`src/shared/pblt_pkg.sv`:
```
// Package for the lane bit error tester: register map, fields, pattern codes.
// Assumes a 32-bit APB bus and four lanes in one clock domain.
package pblt_pkg;
   localparam int            PBLT_LANES       = 4;
   localparam int            PBLT_DW          = 32;
   localparam int            PBLT_AW          = 8;
   localparam int            PBLT_CNT_W       = 32;
   // Register byte offsets
   localparam logic [7:0]    PBLT_OFS_CTRL    = 8'h00;
   localparam logic [7:0]    PBLT_OFS_CMD     = 8'h04;
   localparam logic [7:0]    PBLT_OFS_STAT    = 8'h08;
   localparam logic [7:0]    PBLT_OFS_LANECFG = 8'h0c;
   localparam logic [7:0]    PBLT_OFS_ERR0    = 8'h10;
   // Lane config field: 8 bits per lane
   localparam int            PBLT_CFG_STRIDE  = 8;
   localparam int            PBLT_CFG_PAT     = 0;
   localparam int            PBLT_CFG_LOOP    = 3;
   localparam int            PBLT_CFG_DUPLEX  = 4;
   localparam int            PBLT_CFG_SEL     = 6;
   localparam int            PBLT_CFG_EXCL    = 7;
   localparam logic [31:0]   PBLT_CFG_RESET   = 32'h00000000;
   // Command bits
   localparam int            PBLT_CMD_START   = 0;
   localparam int            PBLT_CMD_STOP    = 1;
   localparam int            PBLT_CMD_PHYRST  = 2;
   localparam int            PBLT_CMD_INJ     = 4;
   localparam int            PBLT_CMD_CLR     = 8;
   // Status field: 8 bits per lane
   localparam int            PBLT_ST_STRIDE   = 8;
   // Pattern codes
   localparam logic [2:0]    PBLT_PAT_P7      = 3'h0;
   localparam logic [2:0]    PBLT_PAT_P9      = 3'h1;
   localparam logic [2:0]    PBLT_PAT_P15     = 3'h2;
   localparam logic [2:0]    PBLT_PAT_P23     = 3'h3;
   localparam logic [2:0]    PBLT_PAT_P31     = 3'h4;
   // Duplex codes
   localparam logic [1:0]    PBLT_DUP_FULL    = 2'h0;
   localparam logic [1:0]    PBLT_DUP_RXONLY  = 2'h1;
   localparam logic [1:0]    PBLT_DUP_TXONLY  = 2'h2;
   localparam logic [1:0]    PBLT_DUP_SPLIT   = 2'h3;
   // Checker sync: matching bits needed before counting
   localparam int            PBLT_SYNC_BITS   = 32;
   localparam logic [5:0]    PBLT_SYNC_MAX    = 6'd32;
   localparam logic [30:0]   PBLT_SEED        = 31'h7fffffff;
endpackage : pblt_pkg

```
`src/core/pblt_lane.sv`:
```
// One lane: serial pattern generator and self-synchronising checker.
// Assumes one bit per clock on tx and rx, on pclk.
`timescale 1ns/1ps
`default_nettype none
module pblt_lane
   import pblt_pkg::*;
(
   input  wire logic                  pclk,
   input  wire logic                  presetn,
   input  wire logic                  run,
   input  wire logic [2:0]            pattern,
   input  wire logic                  inject,
   input  wire logic                  clear,
   input  wire logic                  rx_bit,
   output logic                       tx_bit,
   output logic [PBLT_CNT_W-1:0]      err_count,
   output logic                       synced
);
   import pblt_pkg::*;

   logic [30:0] gen;
   logic [30:0] chk;
   logic [5:0]  sync_cnt;

   function automatic logic fb(input logic [30:0] s, input logic [2:0] p);
      case (p)
         PBLT_PAT_P9:  fb = s[8] ^ s[4];
         PBLT_PAT_P15: fb = s[14] ^ s[13];
         PBLT_PAT_P23: fb = s[22] ^ s[17];
         PBLT_PAT_P31: fb = s[30] ^ s[27];
         default:      fb = s[6] ^ s[5];
      endcase
   endfunction : fb

   logic gen_bit;
   logic exp_bit;
   logic mism;
   assign gen_bit = fb(gen, pattern);
   assign exp_bit = fb(chk, pattern);
   assign mism    = exp_bit ^ rx_bit;

   // Generator with one-bit corruption on inject
   always_ff @(posedge pclk or negedge presetn)
   begin
      if (!presetn)
      begin
         gen      <= PBLT_SEED;
         tx_bit   <= 1'b0;
      end
      else if (run)
      begin
         gen      <= {gen[29:0], gen_bit};
         tx_bit   <= gen_bit ^ inject;
      end
      else
      begin
         gen      <= PBLT_SEED;
         tx_bit   <= 1'b0;
      end
   end

   // Checker loads received bits every running cycle and counts matching bits until aligned
   always_ff @(posedge pclk or negedge presetn)
   begin
      if (!presetn)
      begin
         chk      <= '0;
         sync_cnt <= '0;
      end
      else if (!run)
      begin
         chk      <= '0;
         sync_cnt <= '0;
      end
      else
      begin
         chk <= {chk[29:0], rx_bit};
         if (sync_cnt != PBLT_SYNC_MAX)
            sync_cnt <= mism ? 6'd0 : sync_cnt + 6'd1;
      end
   end

   assign synced = (sync_cnt == PBLT_SYNC_MAX);

   // Saturating error counter, clear wins only when no error arrives
   always_ff @(posedge pclk or negedge presetn)
   begin
      if (!presetn)
         err_count <= '0;
      else if (run && synced && mism)
      begin
         if (clear)
            err_count <= {{(PBLT_CNT_W-1){1'b0}}, 1'b1};
         else if (err_count != {PBLT_CNT_W{1'b1}})
            err_count <= err_count + 1'b1;
      end
      else if (clear)
         err_count <= '0;
   end
endmodule : pblt_lane
`default_nettype wire

```
`src/core/pblt_top.sv`:
```
// Four-lane pseudo-random bit error tester with an APB register slave.
// Assumes lane status inputs are synchronous to pclk or slowly changing.
//
// How it works
// - Pattern select 7/9/15/23/31 stages per lane, 7 after reset.
// - Four lanes per instance; 7, 9, 23, 31 are the configured patterns.
// - Each lane has its own generator and checker.
// - Running checkers count mismatches into a readable error counter.
// - Per-lane clear zeroes the count, or sets it to one if an error arrives in the same cycle.
// - Inject during a run flips one transmitted bit.
// - Inject ignored for a pattern outside the configured set.
// - Start enables selected lanes with their chosen pattern.
// - Stop halts every running lane in one cycle.
// - Near-end loopback routes tx to rx; refused on half duplex.
// - Separate tx and rx path ready flags per lane.
// - Tx PLL, rx PLL and data lock flags per lane.
// - Half-duplex lanes report inapplicable side status as zero.
// - Physical reset goes to selected lanes; ignored while testing.
// - Lanes that cannot start are flagged; others still start.
// - Express-link and unused lanes are excluded from testing.
`timescale 1ns/1ps
`default_nettype none
module pblt_top
   import pblt_pkg::*;
(
   input  wire logic                              pclk,
   input  wire logic                              presetn,
   input  wire logic                              psel,
   input  wire logic                              penable,
   input  wire logic                              pwrite,
   input  wire logic [pblt_pkg::PBLT_AW-1:0]      paddr,
   input  wire logic [pblt_pkg::PBLT_DW-1:0]      pwdata,
   input  wire logic [3:0]                        pstrb,
   output logic      [pblt_pkg::PBLT_DW-1:0]      prdata,
   output logic                                   pready,
   output logic                                   pslverr,
   input  wire logic [pblt_pkg::PBLT_LANES-1:0]   rx_serial,
   output logic      [pblt_pkg::PBLT_LANES-1:0]   tx_serial,
   input  wire logic [pblt_pkg::PBLT_LANES-1:0]   tx_path_ready,
   input  wire logic [pblt_pkg::PBLT_LANES-1:0]   rx_path_ready,
   input  wire logic [pblt_pkg::PBLT_LANES-1:0]   tx_pll_lock,
   input  wire logic [pblt_pkg::PBLT_LANES-1:0]   rx_pll_lock,
   input  wire logic [pblt_pkg::PBLT_LANES-1:0]   data_locked,
   input  wire logic [pblt_pkg::PBLT_LANES-1:0]   express_lane,
   input  wire logic [pblt_pkg::PBLT_LANES-1:0]   lane_unused,
   output logic      [pblt_pkg::PBLT_LANES-1:0]   phy_reset,
   output logic      [pblt_pkg::PBLT_LANES-1:0]   near_end_loopback
);
   import pblt_pkg::*;

   logic [PBLT_DW-1:0]    lane_cfg;
   logic [PBLT_LANES-1:0] running;
   logic [PBLT_LANES-1:0] start_fail;
   logic [PBLT_LANES-1:0] inject;
   logic [PBLT_LANES-1:0] clear;
   logic [PBLT_LANES-1:0] synced;
   logic [PBLT_LANES-1:0] rx_mux;
   logic [PBLT_LANES-1:0] tx_int;
   logic [PBLT_LANES-1:0] can_run;
   logic [PBLT_LANES-1:0] sel_lane;
   logic [PBLT_LANES-1:0] cfg_pat;
   logic [PBLT_LANES-1:0] half_dup;
   logic [PBLT_LANES-1:0] st_txr;
   logic [PBLT_LANES-1:0] st_rxr;
   logic [PBLT_LANES-1:0] st_txp;
   logic [PBLT_LANES-1:0] st_rxp;
   logic [PBLT_LANES-1:0] st_dl;
   logic [PBLT_CNT_W-1:0] err_cnt [PBLT_LANES];
   logic                  wr_acc;
   logic                  rd_acc;
   logic                  cmd_wr;
   logic                  start_cmd;
   logic                  stop_cmd;
   logic                  phyrst_cmd;
   logic                  addr_ok;
   logic [PBLT_DW-1:0]    next_prdata;

   // APB access decode, zero wait states
   assign pready    = 1'b1;
   assign wr_acc    = psel && penable && pwrite;
   assign rd_acc    = psel && !penable && !pwrite;
   assign cmd_wr    = wr_acc && (paddr == PBLT_OFS_CMD);
   assign start_cmd = cmd_wr && pwdata[PBLT_CMD_START];
   assign stop_cmd  = cmd_wr && pwdata[PBLT_CMD_STOP];
   assign phyrst_cmd = cmd_wr && pwdata[PBLT_CMD_PHYRST];

   always_comb
   begin
      addr_ok = 1'b0;
      if (paddr == PBLT_OFS_CTRL)
         addr_ok = 1'b1;
      else if (paddr == PBLT_OFS_CMD)
         addr_ok = 1'b1;
      else if (paddr == PBLT_OFS_STAT)
         addr_ok = 1'b1;
      else if (paddr == PBLT_OFS_LANECFG)
         addr_ok = 1'b1;
      else if (paddr >= PBLT_OFS_ERR0 && paddr < PBLT_OFS_ERR0 + 8'h10 && paddr[1:0] == 2'b00)
         addr_ok = 1'b1;
   end

   assign pslverr = psel && penable && !addr_ok;

   // Lane config register with byte enables
   always_ff @(posedge pclk or negedge presetn)
   begin
      if (!presetn)
         lane_cfg <= PBLT_CFG_RESET;
      else if (wr_acc && paddr == PBLT_OFS_LANECFG)
      begin
         for (int b = 0; b < 4; b++)
            if (pstrb[b])
               lane_cfg[8*b +: 8] <= pwdata[8*b +: 8];
      end
   end

   // Per-lane decode, run control and status
   genvar g;
   generate
      for (g = 0; g < PBLT_LANES; g++)
      begin : g_lane
         logic [2:0] pat;
         logic [1:0] dup;
         assign pat          = lane_cfg[g*PBLT_CFG_STRIDE+PBLT_CFG_PAT +: 3];
         assign dup          = lane_cfg[g*PBLT_CFG_STRIDE+PBLT_CFG_DUPLEX +: 2];
         assign sel_lane[g]  = lane_cfg[g*PBLT_CFG_STRIDE+PBLT_CFG_SEL];
         assign half_dup[g]  = (dup != PBLT_DUP_FULL);
         assign cfg_pat[g]   = (pat == PBLT_PAT_P7) || (pat == PBLT_PAT_P9) ||
                               (pat == PBLT_PAT_P23) || (pat == PBLT_PAT_P31);
         assign can_run[g]   = !express_lane[g] && !lane_unused[g] &&
                               !lane_cfg[g*PBLT_CFG_STRIDE+PBLT_CFG_EXCL] && (pat <= PBLT_PAT_P31);
         assign near_end_loopback[g] = lane_cfg[g*PBLT_CFG_STRIDE+PBLT_CFG_LOOP] && !half_dup[g];
         assign rx_mux[g]    = near_end_loopback[g] ? tx_int[g] : rx_serial[g];
         assign inject[g]    = cmd_wr && pwdata[PBLT_CMD_INJ+g] && running[g] && cfg_pat[g];
         assign clear[g]     = cmd_wr && pwdata[PBLT_CMD_CLR+g];
         assign st_txr[g]    = tx_path_ready[g] && dup != PBLT_DUP_RXONLY;
         assign st_rxr[g]    = rx_path_ready[g] && dup != PBLT_DUP_TXONLY;
         assign st_txp[g]    = tx_pll_lock[g] && dup != PBLT_DUP_RXONLY;
         assign st_rxp[g]    = rx_pll_lock[g] && dup != PBLT_DUP_TXONLY;
         assign st_dl[g]     = data_locked[g] && dup != PBLT_DUP_TXONLY;

         always_ff @(posedge pclk or negedge presetn)
         begin
            if (!presetn)
            begin
               running[g]    <= 1'b0;
               start_fail[g] <= 1'b0;
            end
            else if (stop_cmd)
               running[g] <= 1'b0;
            else if (start_cmd && sel_lane[g])
            begin
               running[g]    <= can_run[g];
               start_fail[g] <= !can_run[g];
            end
            else if (!can_run[g])
               running[g] <= 1'b0;
         end

         always_ff @(posedge pclk or negedge presetn)
         begin
            if (!presetn)
               phy_reset[g] <= 1'b0;
            else
               phy_reset[g] <= phyrst_cmd && sel_lane[g] && (running == '0);
         end

         pblt_lane u_lane
         (
            .pclk      (pclk),
            .presetn   (presetn),
            .run       (running[g]),
            .pattern   (pat),
            .inject    (inject[g]),
            .clear     (clear[g]),
            .rx_bit    (rx_mux[g]),
            .tx_bit    (tx_int[g]),
            .err_count (err_cnt[g]),
            .synced    (synced[g])
         );

         assign tx_serial[g] = tx_int[g];
      end
   endgenerate

   // Read mux, data taken at setup and held through access
   always_comb
   begin
      next_prdata = '0;
      if (paddr == PBLT_OFS_CTRL)
         next_prdata = {{(PBLT_DW-2*PBLT_LANES){1'b0}}, start_fail, running};
      else if (paddr == PBLT_OFS_STAT)
      begin
         for (int i = 0; i < PBLT_LANES; i++)
            next_prdata[i*PBLT_ST_STRIDE +: PBLT_ST_STRIDE] =
               {1'b0, st_txr[i], cfg_pat[i], synced[i], st_dl[i], st_rxp[i], st_txp[i], st_rxr[i]};
      end
      else if (paddr == PBLT_OFS_LANECFG)
         next_prdata = lane_cfg;
      else if (paddr >= PBLT_OFS_ERR0 && paddr < PBLT_OFS_ERR0 + 8'h10)
         next_prdata = err_cnt[paddr[3:2]];
   end

   always_ff @(posedge pclk or negedge presetn)
   begin
      if (!presetn)
         prdata <= '0;
      else if (rd_acc)
         prdata <= next_prdata;
   end
endmodule : pblt_top
`default_nettype wire

```
`config.mk`:
```
export PLATFORM = sky130hd
export DESIGN_NAME = pblt_top
export DESIGN_NICKNAME = d
export VERILOG_FILES = /design/src/shared/pblt_pkg.sv /design/src/core/pblt_lane.sv /design/src/core/pblt_top.sv
export SDC_FILE = /design/constraint.sdc
export NUM_CORES = 1
export LEC_CHECK = 0
export BUFFER_PORTS_ARGS = -buffer_cell sky130_fd_sc_hd__buf_2
export CELL_PAD_IN_SITES_DETAIL_PLACEMENT = 0
export CELL_PAD_IN_SITES_GLOBAL_PLACEMENT = 2
export CORE_ASPECT_RATIO = 1.2
export CORE_MARGIN = 2
export CORE_UTILIZATION = 41
export DETAILED_ROUTE_END_ITERATION = 8
export PLACE_DENSITY = 0.91
export SKIP_CTS_REPAIR_TIMING = 1
export SYNTH_ARGS = -nofsm -noshare
export SYNTH_HDL_FRONTEND = slang
export SYNTH_HIERARCHICAL = 1
export SYNTH_SLANG_ARGS = --single-unit
export TNS_END_PERCENT = 10
```
`constraint.sdc`:
```
create_clock -name pclk -period 3 [get_ports pclk]
set_input_delay 0.9 -clock pclk [delete_from_list [all_inputs] [get_ports pclk]]
set_output_delay 0.9 -clock pclk [all_outputs]
set_load 0.02 [all_outputs]
```
==> summary.txt, run 1 <==
Outcome
  • Outcome: complete, no violations

Worst setup path
  • Most used cell, CP: buf_2
  • R2R setup slack: approximately 190 ps
  • Critical-path cell list: buf_2 > or3_1 > o311a_1 > buf_2
  • CP Data Arrival Time: a little over 2000 ps
  • R2R depth: 6
  • Req. time, crit path: approximately 2100 ps
  • RR Endpoint: g_lane[0].u_lane/err_count[30]
  • CP Launch Type: input pin
  • CP max stage delay: around 530 ps
  • Crit. End Element: output port
  • Worst path slowest cell: or3_1
  • Worst Path Max Fanout: 5
  • Reg-to-reg startpoint: lane_cfg[4]
  • Setup Crit Path Kind: in -> out

Global route
  • Total GRT Usage: 22.9%
  • Total grt overflow: 0
  • Vias in the first global route: 16.8k
  • Initial antenna violation count: 1
  • First-pass GRT wire length: around 100 mm
  • Largest net degree at the start of global routing: 71

Final layout
  • Ant. Diodes: 0
  • Register area: ~12000 um2
  • Non-filler cells, final: 2961
  • Cell area after layout: approximately 26000 um2
  • Layout cells sized above 1: a little under a quarter
  • Multi-input logic area: 9570 um2
  • Layout overhead on the synthesized area: 16.5%
  • Most common cell after layout, fill and taps aside: dfrtp_1
  • Number of fill cells in the layout: 4866
  • Final nets: between 2k and 2.5k
  • Fin util: 48.6%
  • Commonest cells after routing, fill and taps aside: dfrtp_1 (352), and2_1 (150), nand2b_1 (124), dfstp_2 (124), buf_2 (124)

Power
  • PD cells: approximately 520 nW/um2
  • Max VDD drop: roughly 0.59 mV
  • Static leakage: 11.0 nW

Clock network
  • Clk pin slew, worst setup/hold paths: approximately 70 ps
  • CTS tree: yes
  • Clock Tree Buf Depth: 3
  • CTS root buffer: clkbuf_16
  • Clock sinks: 480
  • CTS Buf Count: 48
  • Latest clock arrival within the worst-skew pair: roughly 620 ps
  • CTS H-tree depth: 2

Drt
  • Antenna Nets Post-Route: 0
  • DR pass1 iterations: 5
  • Drt wl/cell: approximately 22 um
  • DR vias: between 15k and 20k
  • First DRT Iteration DRCs: about 1.5k
  • Final Routed Wirelength: about 64 mm
  • Vias per cell: around 5.7
  • Post-route DRC violation count: 0

Floorplan
  • Die Ht: 260 um
  • Rows: just over 90
  • CORE AREA: 53900 um2
  • Initial core utilization: 41.7%
  • Die W: ~220 um
  • Die area: about 57000 um2
  • I/O pin count: 127

Synth
  • EDFF count, synth: 0
  • Cell count after synthesis: 2037
  • Post-synth top flop: dfrtp_1
  • Seq/Total Area, Yosys: about 54%
  • Syn Nets: ~2.1k
  • Post-synth ARST share: 100%
  • Synth warn: 6
  • Synth Cell Area: between 20000 and 25000 um2
  • #FFs+latches synth: between 400 and 500
  • Netlist cell types: between 70 and 80
  • Syn_area_per_cell: ~11 um2

Timing
  • Worst Max-Slew Pin Slew: between 800 and 900 ps
  • RSZ-0062 raised after global routing: no
  • Final Hold Fails: 0
  • Final Cycle Share: roughly 100%
  • Relative slew slack: about 44%
  • Final setup viols: 0
  • Slew Viols, Final: 0
  • Min Tclk post-route: between 2000 and 3000 ps
  • Fmax: between 300 and 400 MHz
  • Layout Skew: about 41 ps

Placement
  • PortBufs: 125
  • Placed inst area: roughly 24000 um2
  • Gpl congestion: 0.906
  • HPWL Detailed: between 40 and 50 mm
  • DP Cell Count: 2871

Flow run
  • Max cap viols: 0

Min path
  • HP Class: in -> async
==> how the worst max path moves through the flow <==
stage	slack [ps]	startpoint	to
floorplan	-80	paddr[3]	g_lane[1].u_lane/err_count[12]
global placement	30	paddr[7]	pslverr
detailed placement	30	paddr[7]	pslverr
CTS	30	paddr[7]	pslverr
global route	20	paddr[7]	pslverr
finish	30	paddr[7]	pslverr
==> registers in the layout, summed over array words and instances, names as in the netlist <==
name / flops
running: 4
phy_reset: 4
lane_cfg: 32
prdata: 32
g_lane.u_lane/tx_bit: 4
g_lane.u_lane/gen: 124
start_fail: 4
g_lane.u_lane/chk: 124
g_lane.u_lane/err_count: 128
g_lane.u_lane/sync_cnt: 24
==> cell usage after synthesis, types with 13 or more instances <==
| library cell | n | area, um2 |
|---|---|---|
| a21oi_1 | 114 | 571 |
| a31oi_1 | 15 | 93.8 |
| and2_1 | 150 | 938 |
| and3_1 | 16 | 100 |
| buf_2 | 23 | 115 |
| buf_6 | 13 | 146 |
| clkbuf_1 | 68 | 255 |
| dfrtp_1 | 356 | 8910 |
| dfstp_2 | 124 | 3260 |
| inv_1 | 40 | 150 |
| mux2_1 | 43 | 484 |
| mux2_2 | 18 | 203 |
| mux2i_1 | 43 | 430 |
| mux4_2 | 14 | 315 |
| nand2_1 | 108 | 405 |
| nand2b_1 | 124 | 776 |
| nand3_1 | 80 | 400 |
| nand3b_1 | 13 | 97.6 |
| nand4_1 | 32 | 200 |
| nor2_1 | 83 | 312 |
| nor2b_1 | 19 | 119 |
| nor3_1 | 30 | 150 |
| nor4_1 | 13 | 81.3 |
| o21ai_0 | 73 | 365 |
| o22ai_1 | 14 | 87.6 |
| o31ai_1 | 44 | 330 |
| or3_1 | 63 | 394 |
| or4_1 | 49 | 368 |
| xnor2_1 | 32 | 280 |
| xor2_1 | 32 | 280 |
==> power breakdown <==
part	switching (W)	internal [W]	total (W)
Clock	0.00269	0.00388	0.00658
Combinational	0.000324	0.000137	0.000461
Sequential	0.0000179	0.00650	0.00652
==> cell type report <==
type                    count  share of cell area (%)
repair buffers            233                    6.29
inverters                  41                   0.588
multi-input cells        1405                    36.6
flip-flops and latches    480                    46.5
clock inverters            29                    1.64
clock buffers              61                    4.97
well taps                 712                    3.41
==> metrics by stage <==
step	TNS [ps]	hold WS [ps]	power (W)	worst slack, ps
floorplan	-2270	434	0.00678	-81.1
global placement	0	438	0.00709	34.8
detailed placement	0	440	0.00710	31.1
CTS	0	274	0.0137	31.9
global route	0	290	0.0140	20.3
finish	0	269	0.0136	29.2
==> critical path, delay by kind of cell <==
family	cells	cell delay [ps]
AOI/OAI and AO/OA	1	340
and+or+nand+nor	1	530
buffers and inverters	2	290
==> cells by family after synthesis <==
family	after synthesis	synth area share, %
flip-flops	480	54.2
XOR/XNOR	64	2.50
AND/OR/NAND/NOR	845	22.4
buffers and inverters	152	3.17
other	1	0.0167
AO/OA/AOI/OAI	365	10.7
adder cells (fa/ha/maj)	12	0.669
multiplexers	118	6.38
==> per-layer routing <==
metal | vias to the layer above | wire (um) | track usage, %
li1 | 7638 | - | -
met2 | 586 | 31300 | 37.8
met4 | 0 | 2060 | 7.82
met1 | 8656 | 27100 | 31.2
met5 | - | 0 | 0
met3 | 100 | 3960 | 3.04
No activity file was read; power rests on OpenSTA's default activity.
==> run 2: changes to the inputs <==
PLACE_DENSITY = 0.76   (was 0.91)
==> run 2 against run 1 <==
Net effect: register-to-register slack gained 80 ps; critical path depth unchanged; via count decreased by 1.6%; die area is the same; power fell by 2.0%; highest routed layer unchanged.
==> summary.txt, run 2 (synthesis results as in run 1) <==
Outcome
  • Outcome: complete, no violations

Placement
  • DP Cell Count: between 2k and 3k
  • PortBufs: ~130
  • Gpl congestion: 0.888
  • Placed inst area: approximately 24000 um2
  • HPWL Detailed: about 48 mm
  • Post-place setup slack: roughly 80 ps

Final layout
  • Cell area after layout: between 20000 and 30000 um2
  • Max reg flops: 128
  • Non-filler cells, final: roughly 3k
  • Multi-input logic area: 9570 um2
  • Number of fill cells in the layout: 4938
  • Register area: 12200 um2
  • Largest registers: g_lane.u_lane/err_count x128, g_lane.u_lane/chk x124, g_lane.u_lane/gen x124
  • Most common cell after layout, fill and taps aside: dfrtp_1
  • Final nets: 2299
  • Layout cells sized above 1: between 20% and 30%
  • Commonest cells after routing, fill and taps aside: dfrtp_1 (352), and2_1 (150), nand2b_1 (124), dfstp_2 (124), buf_2 (124)
  • Layout overhead on the synthesized area: 16.3%
  • Reg with most FFs: g_lane.u_lane/err_count
  • Fin util: around half

Drt
  • Post-route DRC violation count: 0
  • DR vias: around 17k
  • DR pass1 iterations: 5
  • First DRT Iteration DRCs: 1281
  • Antenna Nets Post-Route: 0
  • Drt wl/cell: roughly 22 um
  • Final Routed Wirelength: about 66 mm
  • Vias per cell: 5.64

Timing
  • Final Hold Fails: 0
  • Worst hold margin: between 200 and 300 ps
  • Fmax: 350 MHz
  • Final setup viols: 0
  • Relative slew slack: 52.5%
  • Worst Max-Slew Pin Slew: approximately 710 ps
  • RSZ-0062 raised after global routing: no
  • Layout Skew: ~19 ps
  • Final WS setup: around 140 ps
  • Slew Viols, Final: 0
  • Final Cycle Share: 95.4%
  • Min Tclk post-route: 2860 ps

Global route
  • Initial antenna violation count: 3
  • First-pass GRT wire length: slightly above 100 mm
  • Total GRT Usage: about a quarter
  • Total grt overflow: 0
  • Largest net degree at the start of global routing: 75
  • Vias in the first global route: between 15k and 20k

Clock network
  • Clock Tree Buf Depth: 3
  • CTS tree: yes
  • Latest clock arrival within the worst-skew pair: 600 ps
  • Clock sinks: 480
  • CTS Buf Count: 51
  • Clk pin slew, worst setup/hold paths: around 60 ps
  • CTS root buffer: clkbuf_16
  • CTS H-tree depth: 2

Floorplan
  • CORE AREA: ~54000 um2
  • Die area: between 50000 and 60000 um2
  • I/O pin count: between 100 and 150
  • Initial core utilization: a little over two fifths
  • Die Ht: roughly 260 um
  • Rows: 93
  • Die W: 218 um

Power
  • Static leakage: between 10 and 15 nW
  • Clock network power share: 47.4%
  • Gate power share: 3.5%
  • Switch Pwr: 0.00302 W
  • Flop pwr share: 49.0%
  • PD cells: 509 nW/um2
  • Switching share of power: roughly 23%
  • Max VDD drop: between 0.4 and 0.5 mV
  • Internal power: just over 0.01 W

Flow run
  • Max cap viols: 0

Worst setup path
  • Worst Path Max Fanout: 3
  • CP Data Arrival Time: approximately 2000 ps
  • CP Launch Type: input pin
  • Setup Crit Path Kind: in -> out
  • Req. time, crit path: between 2000 and 2500 ps
  • Crit. End Element: output port

Min path
  • HP Class: in -> async
==> run 2: cell type report <==
cell class                      instances  share of cell area (%)
Sequential cell                       480                    46.6
Multi-Input combinational cell       1405                    36.7
Timing Repair Buffer                  227                    6.23
Clock buffer                           63                    5.42
Tap cell                              712                    3.41
Clock inverter                         32                    1.02
Inverter                               41                   0.590
Antenna cell                            3                  0.0288
==> run 2: path summary, 6_finish.rpt <==
path | from | to | slack, ps | cells after the start
setup / recovery | paddr[7] | pslverr | 140 | 4
hold / removal | presetn | prdata[2] | 300 | 1
setup reg to reg | lane_cfg[13] | g_lane[1].u_lane/err_count[30] | 270 | 7
hold reg to reg | g_lane[2].u_lane/chk[20] | g_lane[2].u_lane/chk[21] | 450 | 1
max in group asynchronous | presetn | g_lane[3].u_lane/gen[12] | 1810 | 2
min in group pclk | g_lane[2].u_lane/chk[20] | g_lane[2].u_lane/chk[21] | 450 | 1
==> run 2: through the flow <==
stage / setup TNS (ps) / total power, W
detailed placement: 0 / 0.00710
global route: 0 / 0.0138
floorplan: -2270 / 0.00678
finish: 0 / 0.0133
CTS: 0 / 0.0135
global placement: 0 / 0.00710
==> run 2: power groups by stage <==
stage	Clock [W]	Sequential (W)	Combinational, W
6_report	0.00630	0.00652	0.000468
5_1_grt	0.00676	0.00651	0.000515
4_1_cts	0.00650	0.00651	0.000478
3_3_place_gp	0	0.00663	0.000473
3_5_place_dp	0	0.00663	0.000477
2_1_floorplan	0	0.00664	0.000141
==> run 2: metal layers <==
| metal | GRT usage (%) | part of all wire (%) | vias to the layer above |
|---|---|---|---|
| met5 | 0 | 0 | - |
| met4 | 9.47 | 4.0 | 0 |
| met3 | 3.53 | 5.2 | 125 |
| met2 | 37.8 | 47 | 474 |
| met1 | 32.4 | 44 | 8466 |
| li1 | - | - | 7640 |
==> run 2: critical path, cell delays in order <==
cell     delay (ps)
buf_2           100
or3_1           490
o311a_1         320
buf_2           160
==> run 3: changes to the inputs <==
==> constraint.sdc (replaced) <==
create_clock -name pclk -period 3.04 [get_ports pclk]
set_input_delay 0.912 -clock pclk [delete_from_list [all_inputs] [get_ports pclk]]
set_output_delay 0.912 -clock pclk [all_outputs]
set_load 0.05 [all_outputs]
==> run 3 against run 2 <==
Net effect: register-to-register slack better by 60 ps; sequential share of layout area barely moved; worst hold slack better by 5.3 ps; critical endpoint unchanged; highest routed layer unchanged; critical path type unchanged; clock skew down 10 ps; largest power group unchanged; largest cell class unchanged.
==> summary.txt, run 3 (synthesis results as in run 1) <==
Timing
  • Fmax: ~340 MHz
  • Final Hold Fails: 0
  • Final setup viols: 0
  • Worst hold margin: between 300 and 400 ps
  • Slew Viols, Final: 0
  • Layout Skew: around 9.0 ps
  • Setup_tns: 0 ps
  • Final Cycle Share: approximately 97%
  • RSZ-0062 raised after global routing: no
  • Relative slew slack: around half
  • Min Tclk post-route: around 3000 ps
  • Worst Max-Slew Pin Slew: around 720 ps

Floorplan
  • CORE AREA: ~54000 um2
  • Die Ht: roughly 260 um
  • I/O pin count: 127
  • Die area: approximately 57000 um2
  • Initial core utilization: 41.7%
  • Rows: between 90 and 100
  • Die W: 218 um

Drt
  • DR pass1 iterations: 5
  • DR vias: about 17k
  • Drt wl/cell: around 22 um
  • Final Routed Wirelength: roughly 65 mm
  • Vias per cell: 5.59
  • Antenna Nets Post-Route: 0
  • Post-route DRC violation count: 0
  • First DRT Iteration DRCs: 1018

Worst setup path
  • Setup Crit Path Kind: in -> out
  • Crit. End Element: output port
  • Reg-to-reg startpoint: lane_cfg[0]
  • RR Endpoint: g_lane[0].u_lane/err_count[14]
  • R2R depth: 7
  • CP endpoint: pslverr
  • Crit path depth: 4
  • Worst Setup SP: paddr[7]
  • Worst Path Max Fanout: 3
  • CP Data Arrival Time: a little over 2000 ps
  • Critical-path cell list: buf_2 > or3_1 > o311a_1 > buf_2
  • Crit path buf inv count: 2
  • CP max stage delay: about 480 ps
  • Delay-heaviest family, CP: simple AND/OR/NAND/NOR gates
  • CP Launch Type: input pin
  • Req. time, crit path: approximately 2100 ps
  • Most used cell, CP: buf_2
  • R2R setup slack: around 330 ps
  • Worst path slowest cell: or3_1

Clock network
  • CTS root buffer: clkbuf_16
  • CTS tree: yes
  • Clk pin slew, worst setup/hold paths: roughly 60 ps
  • CTS Buf Count: 50
  • Clock Tree Buf Depth: 3
  • Latest clock arrival within the worst-skew pair: just under 600 ps
  • Clock sinks: 480
  • CTS H-tree depth: 2

Final layout
  • Layout cells sized above 1: between 20 and 25%
  • Most common cell after layout, fill and taps aside: dfrtp_1
  • Reg with most FFs: g_lane.u_lane/err_count
  • Layout overhead on the synthesized area: 16.3%
  • Number of fill cells in the layout: between 4k and 5k
  • Ant. Diodes: 0
  • Commonest cells after routing, fill and taps aside: dfrtp_1 (352), and2_1 (150), nand2b_1 (124), dfstp_2 (124), buf_2 (124)
  • Register area: between 10000 and 15000 um2
  • Fin util: between 40 and 50%
  • Largest registers: g_lane.u_lane/err_count x128, g_lane.u_lane/chk x124, g_lane.u_lane/gen x124
  • Final nets: approximately 2.3k
  • Multi-input logic area: ~9600 um2
  • Non-filler cells, final: a little under 3k
  • Max reg flops: 128

Power
  • Static leakage: about 11 nW
  • PD cells: just over 500 nW/um2
  • Max VDD drop: 0.447 mV

Global route
  • Total grt overflow: 0
  • Vias in the first global route: about 17k
  • Total GRT Usage: between 20% and 30%
  • Initial antenna violation count: 0
  • Largest net degree at the start of global routing: 71
  • First-pass GRT wire length: approximately 100 mm

Outcome
  • Outcome: complete, no violations

Placement
  • HPWL Detailed: 47.1 mm
  • DP Cell Count: around 2.9k
  • PortBufs: between 100 and 150
  • Gpl congestion: 0.866

Min path
  • HP Class: in -> async

Flow run
  • Max cap viols: 0
==> run 3: layer usage <==
| metal | share of wire, % | track usage [%] | vias up |
|---|---|---|---|
| met1 | 45 | 32.6 | 8367 |
| met2 | 46 | 36.6 | 431 |
| met5 | 0 | 0 | - |
| li1 | - | - | 7632 |
| met3 | 5.3 | 4.11 | 113 |
| met4 | 4.0 | 9.67 | 0 |
==> run 3: area by class of cell <==
cell class,instances,share of cell area [%]
inverters,41,0.589
well taps,712,3.41
clock buffers,80,5.97
flip-flops and latches,480,46.6
clock inverters,13,0.633
repair buffers,226,6.11
multi-input cells,1405,36.7
==> run 3: worst min path at each step <==
stage	startpoint	endpoint	slack, ps	cells past startpoint
finish	presetn	g_lane[2].u_lane/err_count[29]	300	1
global route	presetn	g_lane[2].u_lane/err_count[29]	300	1
CTS	presetn	g_lane[2].u_lane/err_count[29]	290	1
detailed placement	g_lane[3].u_lane/chk[12]	g_lane[3].u_lane/chk[13]	440	1
global placement	g_lane[2].u_lane/chk[9]	g_lane[2].u_lane/chk[10]	440	1
floorplan	g_lane[0].u_lane/chk[9]	g_lane[0].u_lane/chk[10]	430	1
==> run 3: power breakdown <==
group          internal (W)  switching [W]  leakage [nW]
clock network       0.00384        0.00258         0.854
registers           0.00641      0.0000169          6.24
logic              0.000135       0.000345          3.91
total                0.0104        0.00294          11.0
==> run 3: stage by stage <==
stage | power [W] | setup WS, ps | area [um2]
after CTS | 0.0135 | 97.4 | 26100
after global placement | 0.00703 | 98.0 | 24400
after detailed placement | 0.00703 | 88.1 | 24400
after floorplan | 0.00673 | -122 | 22500
final | 0.0133 | 103 | 26100
after global routing | 0.0138 | 74.6 | 26100
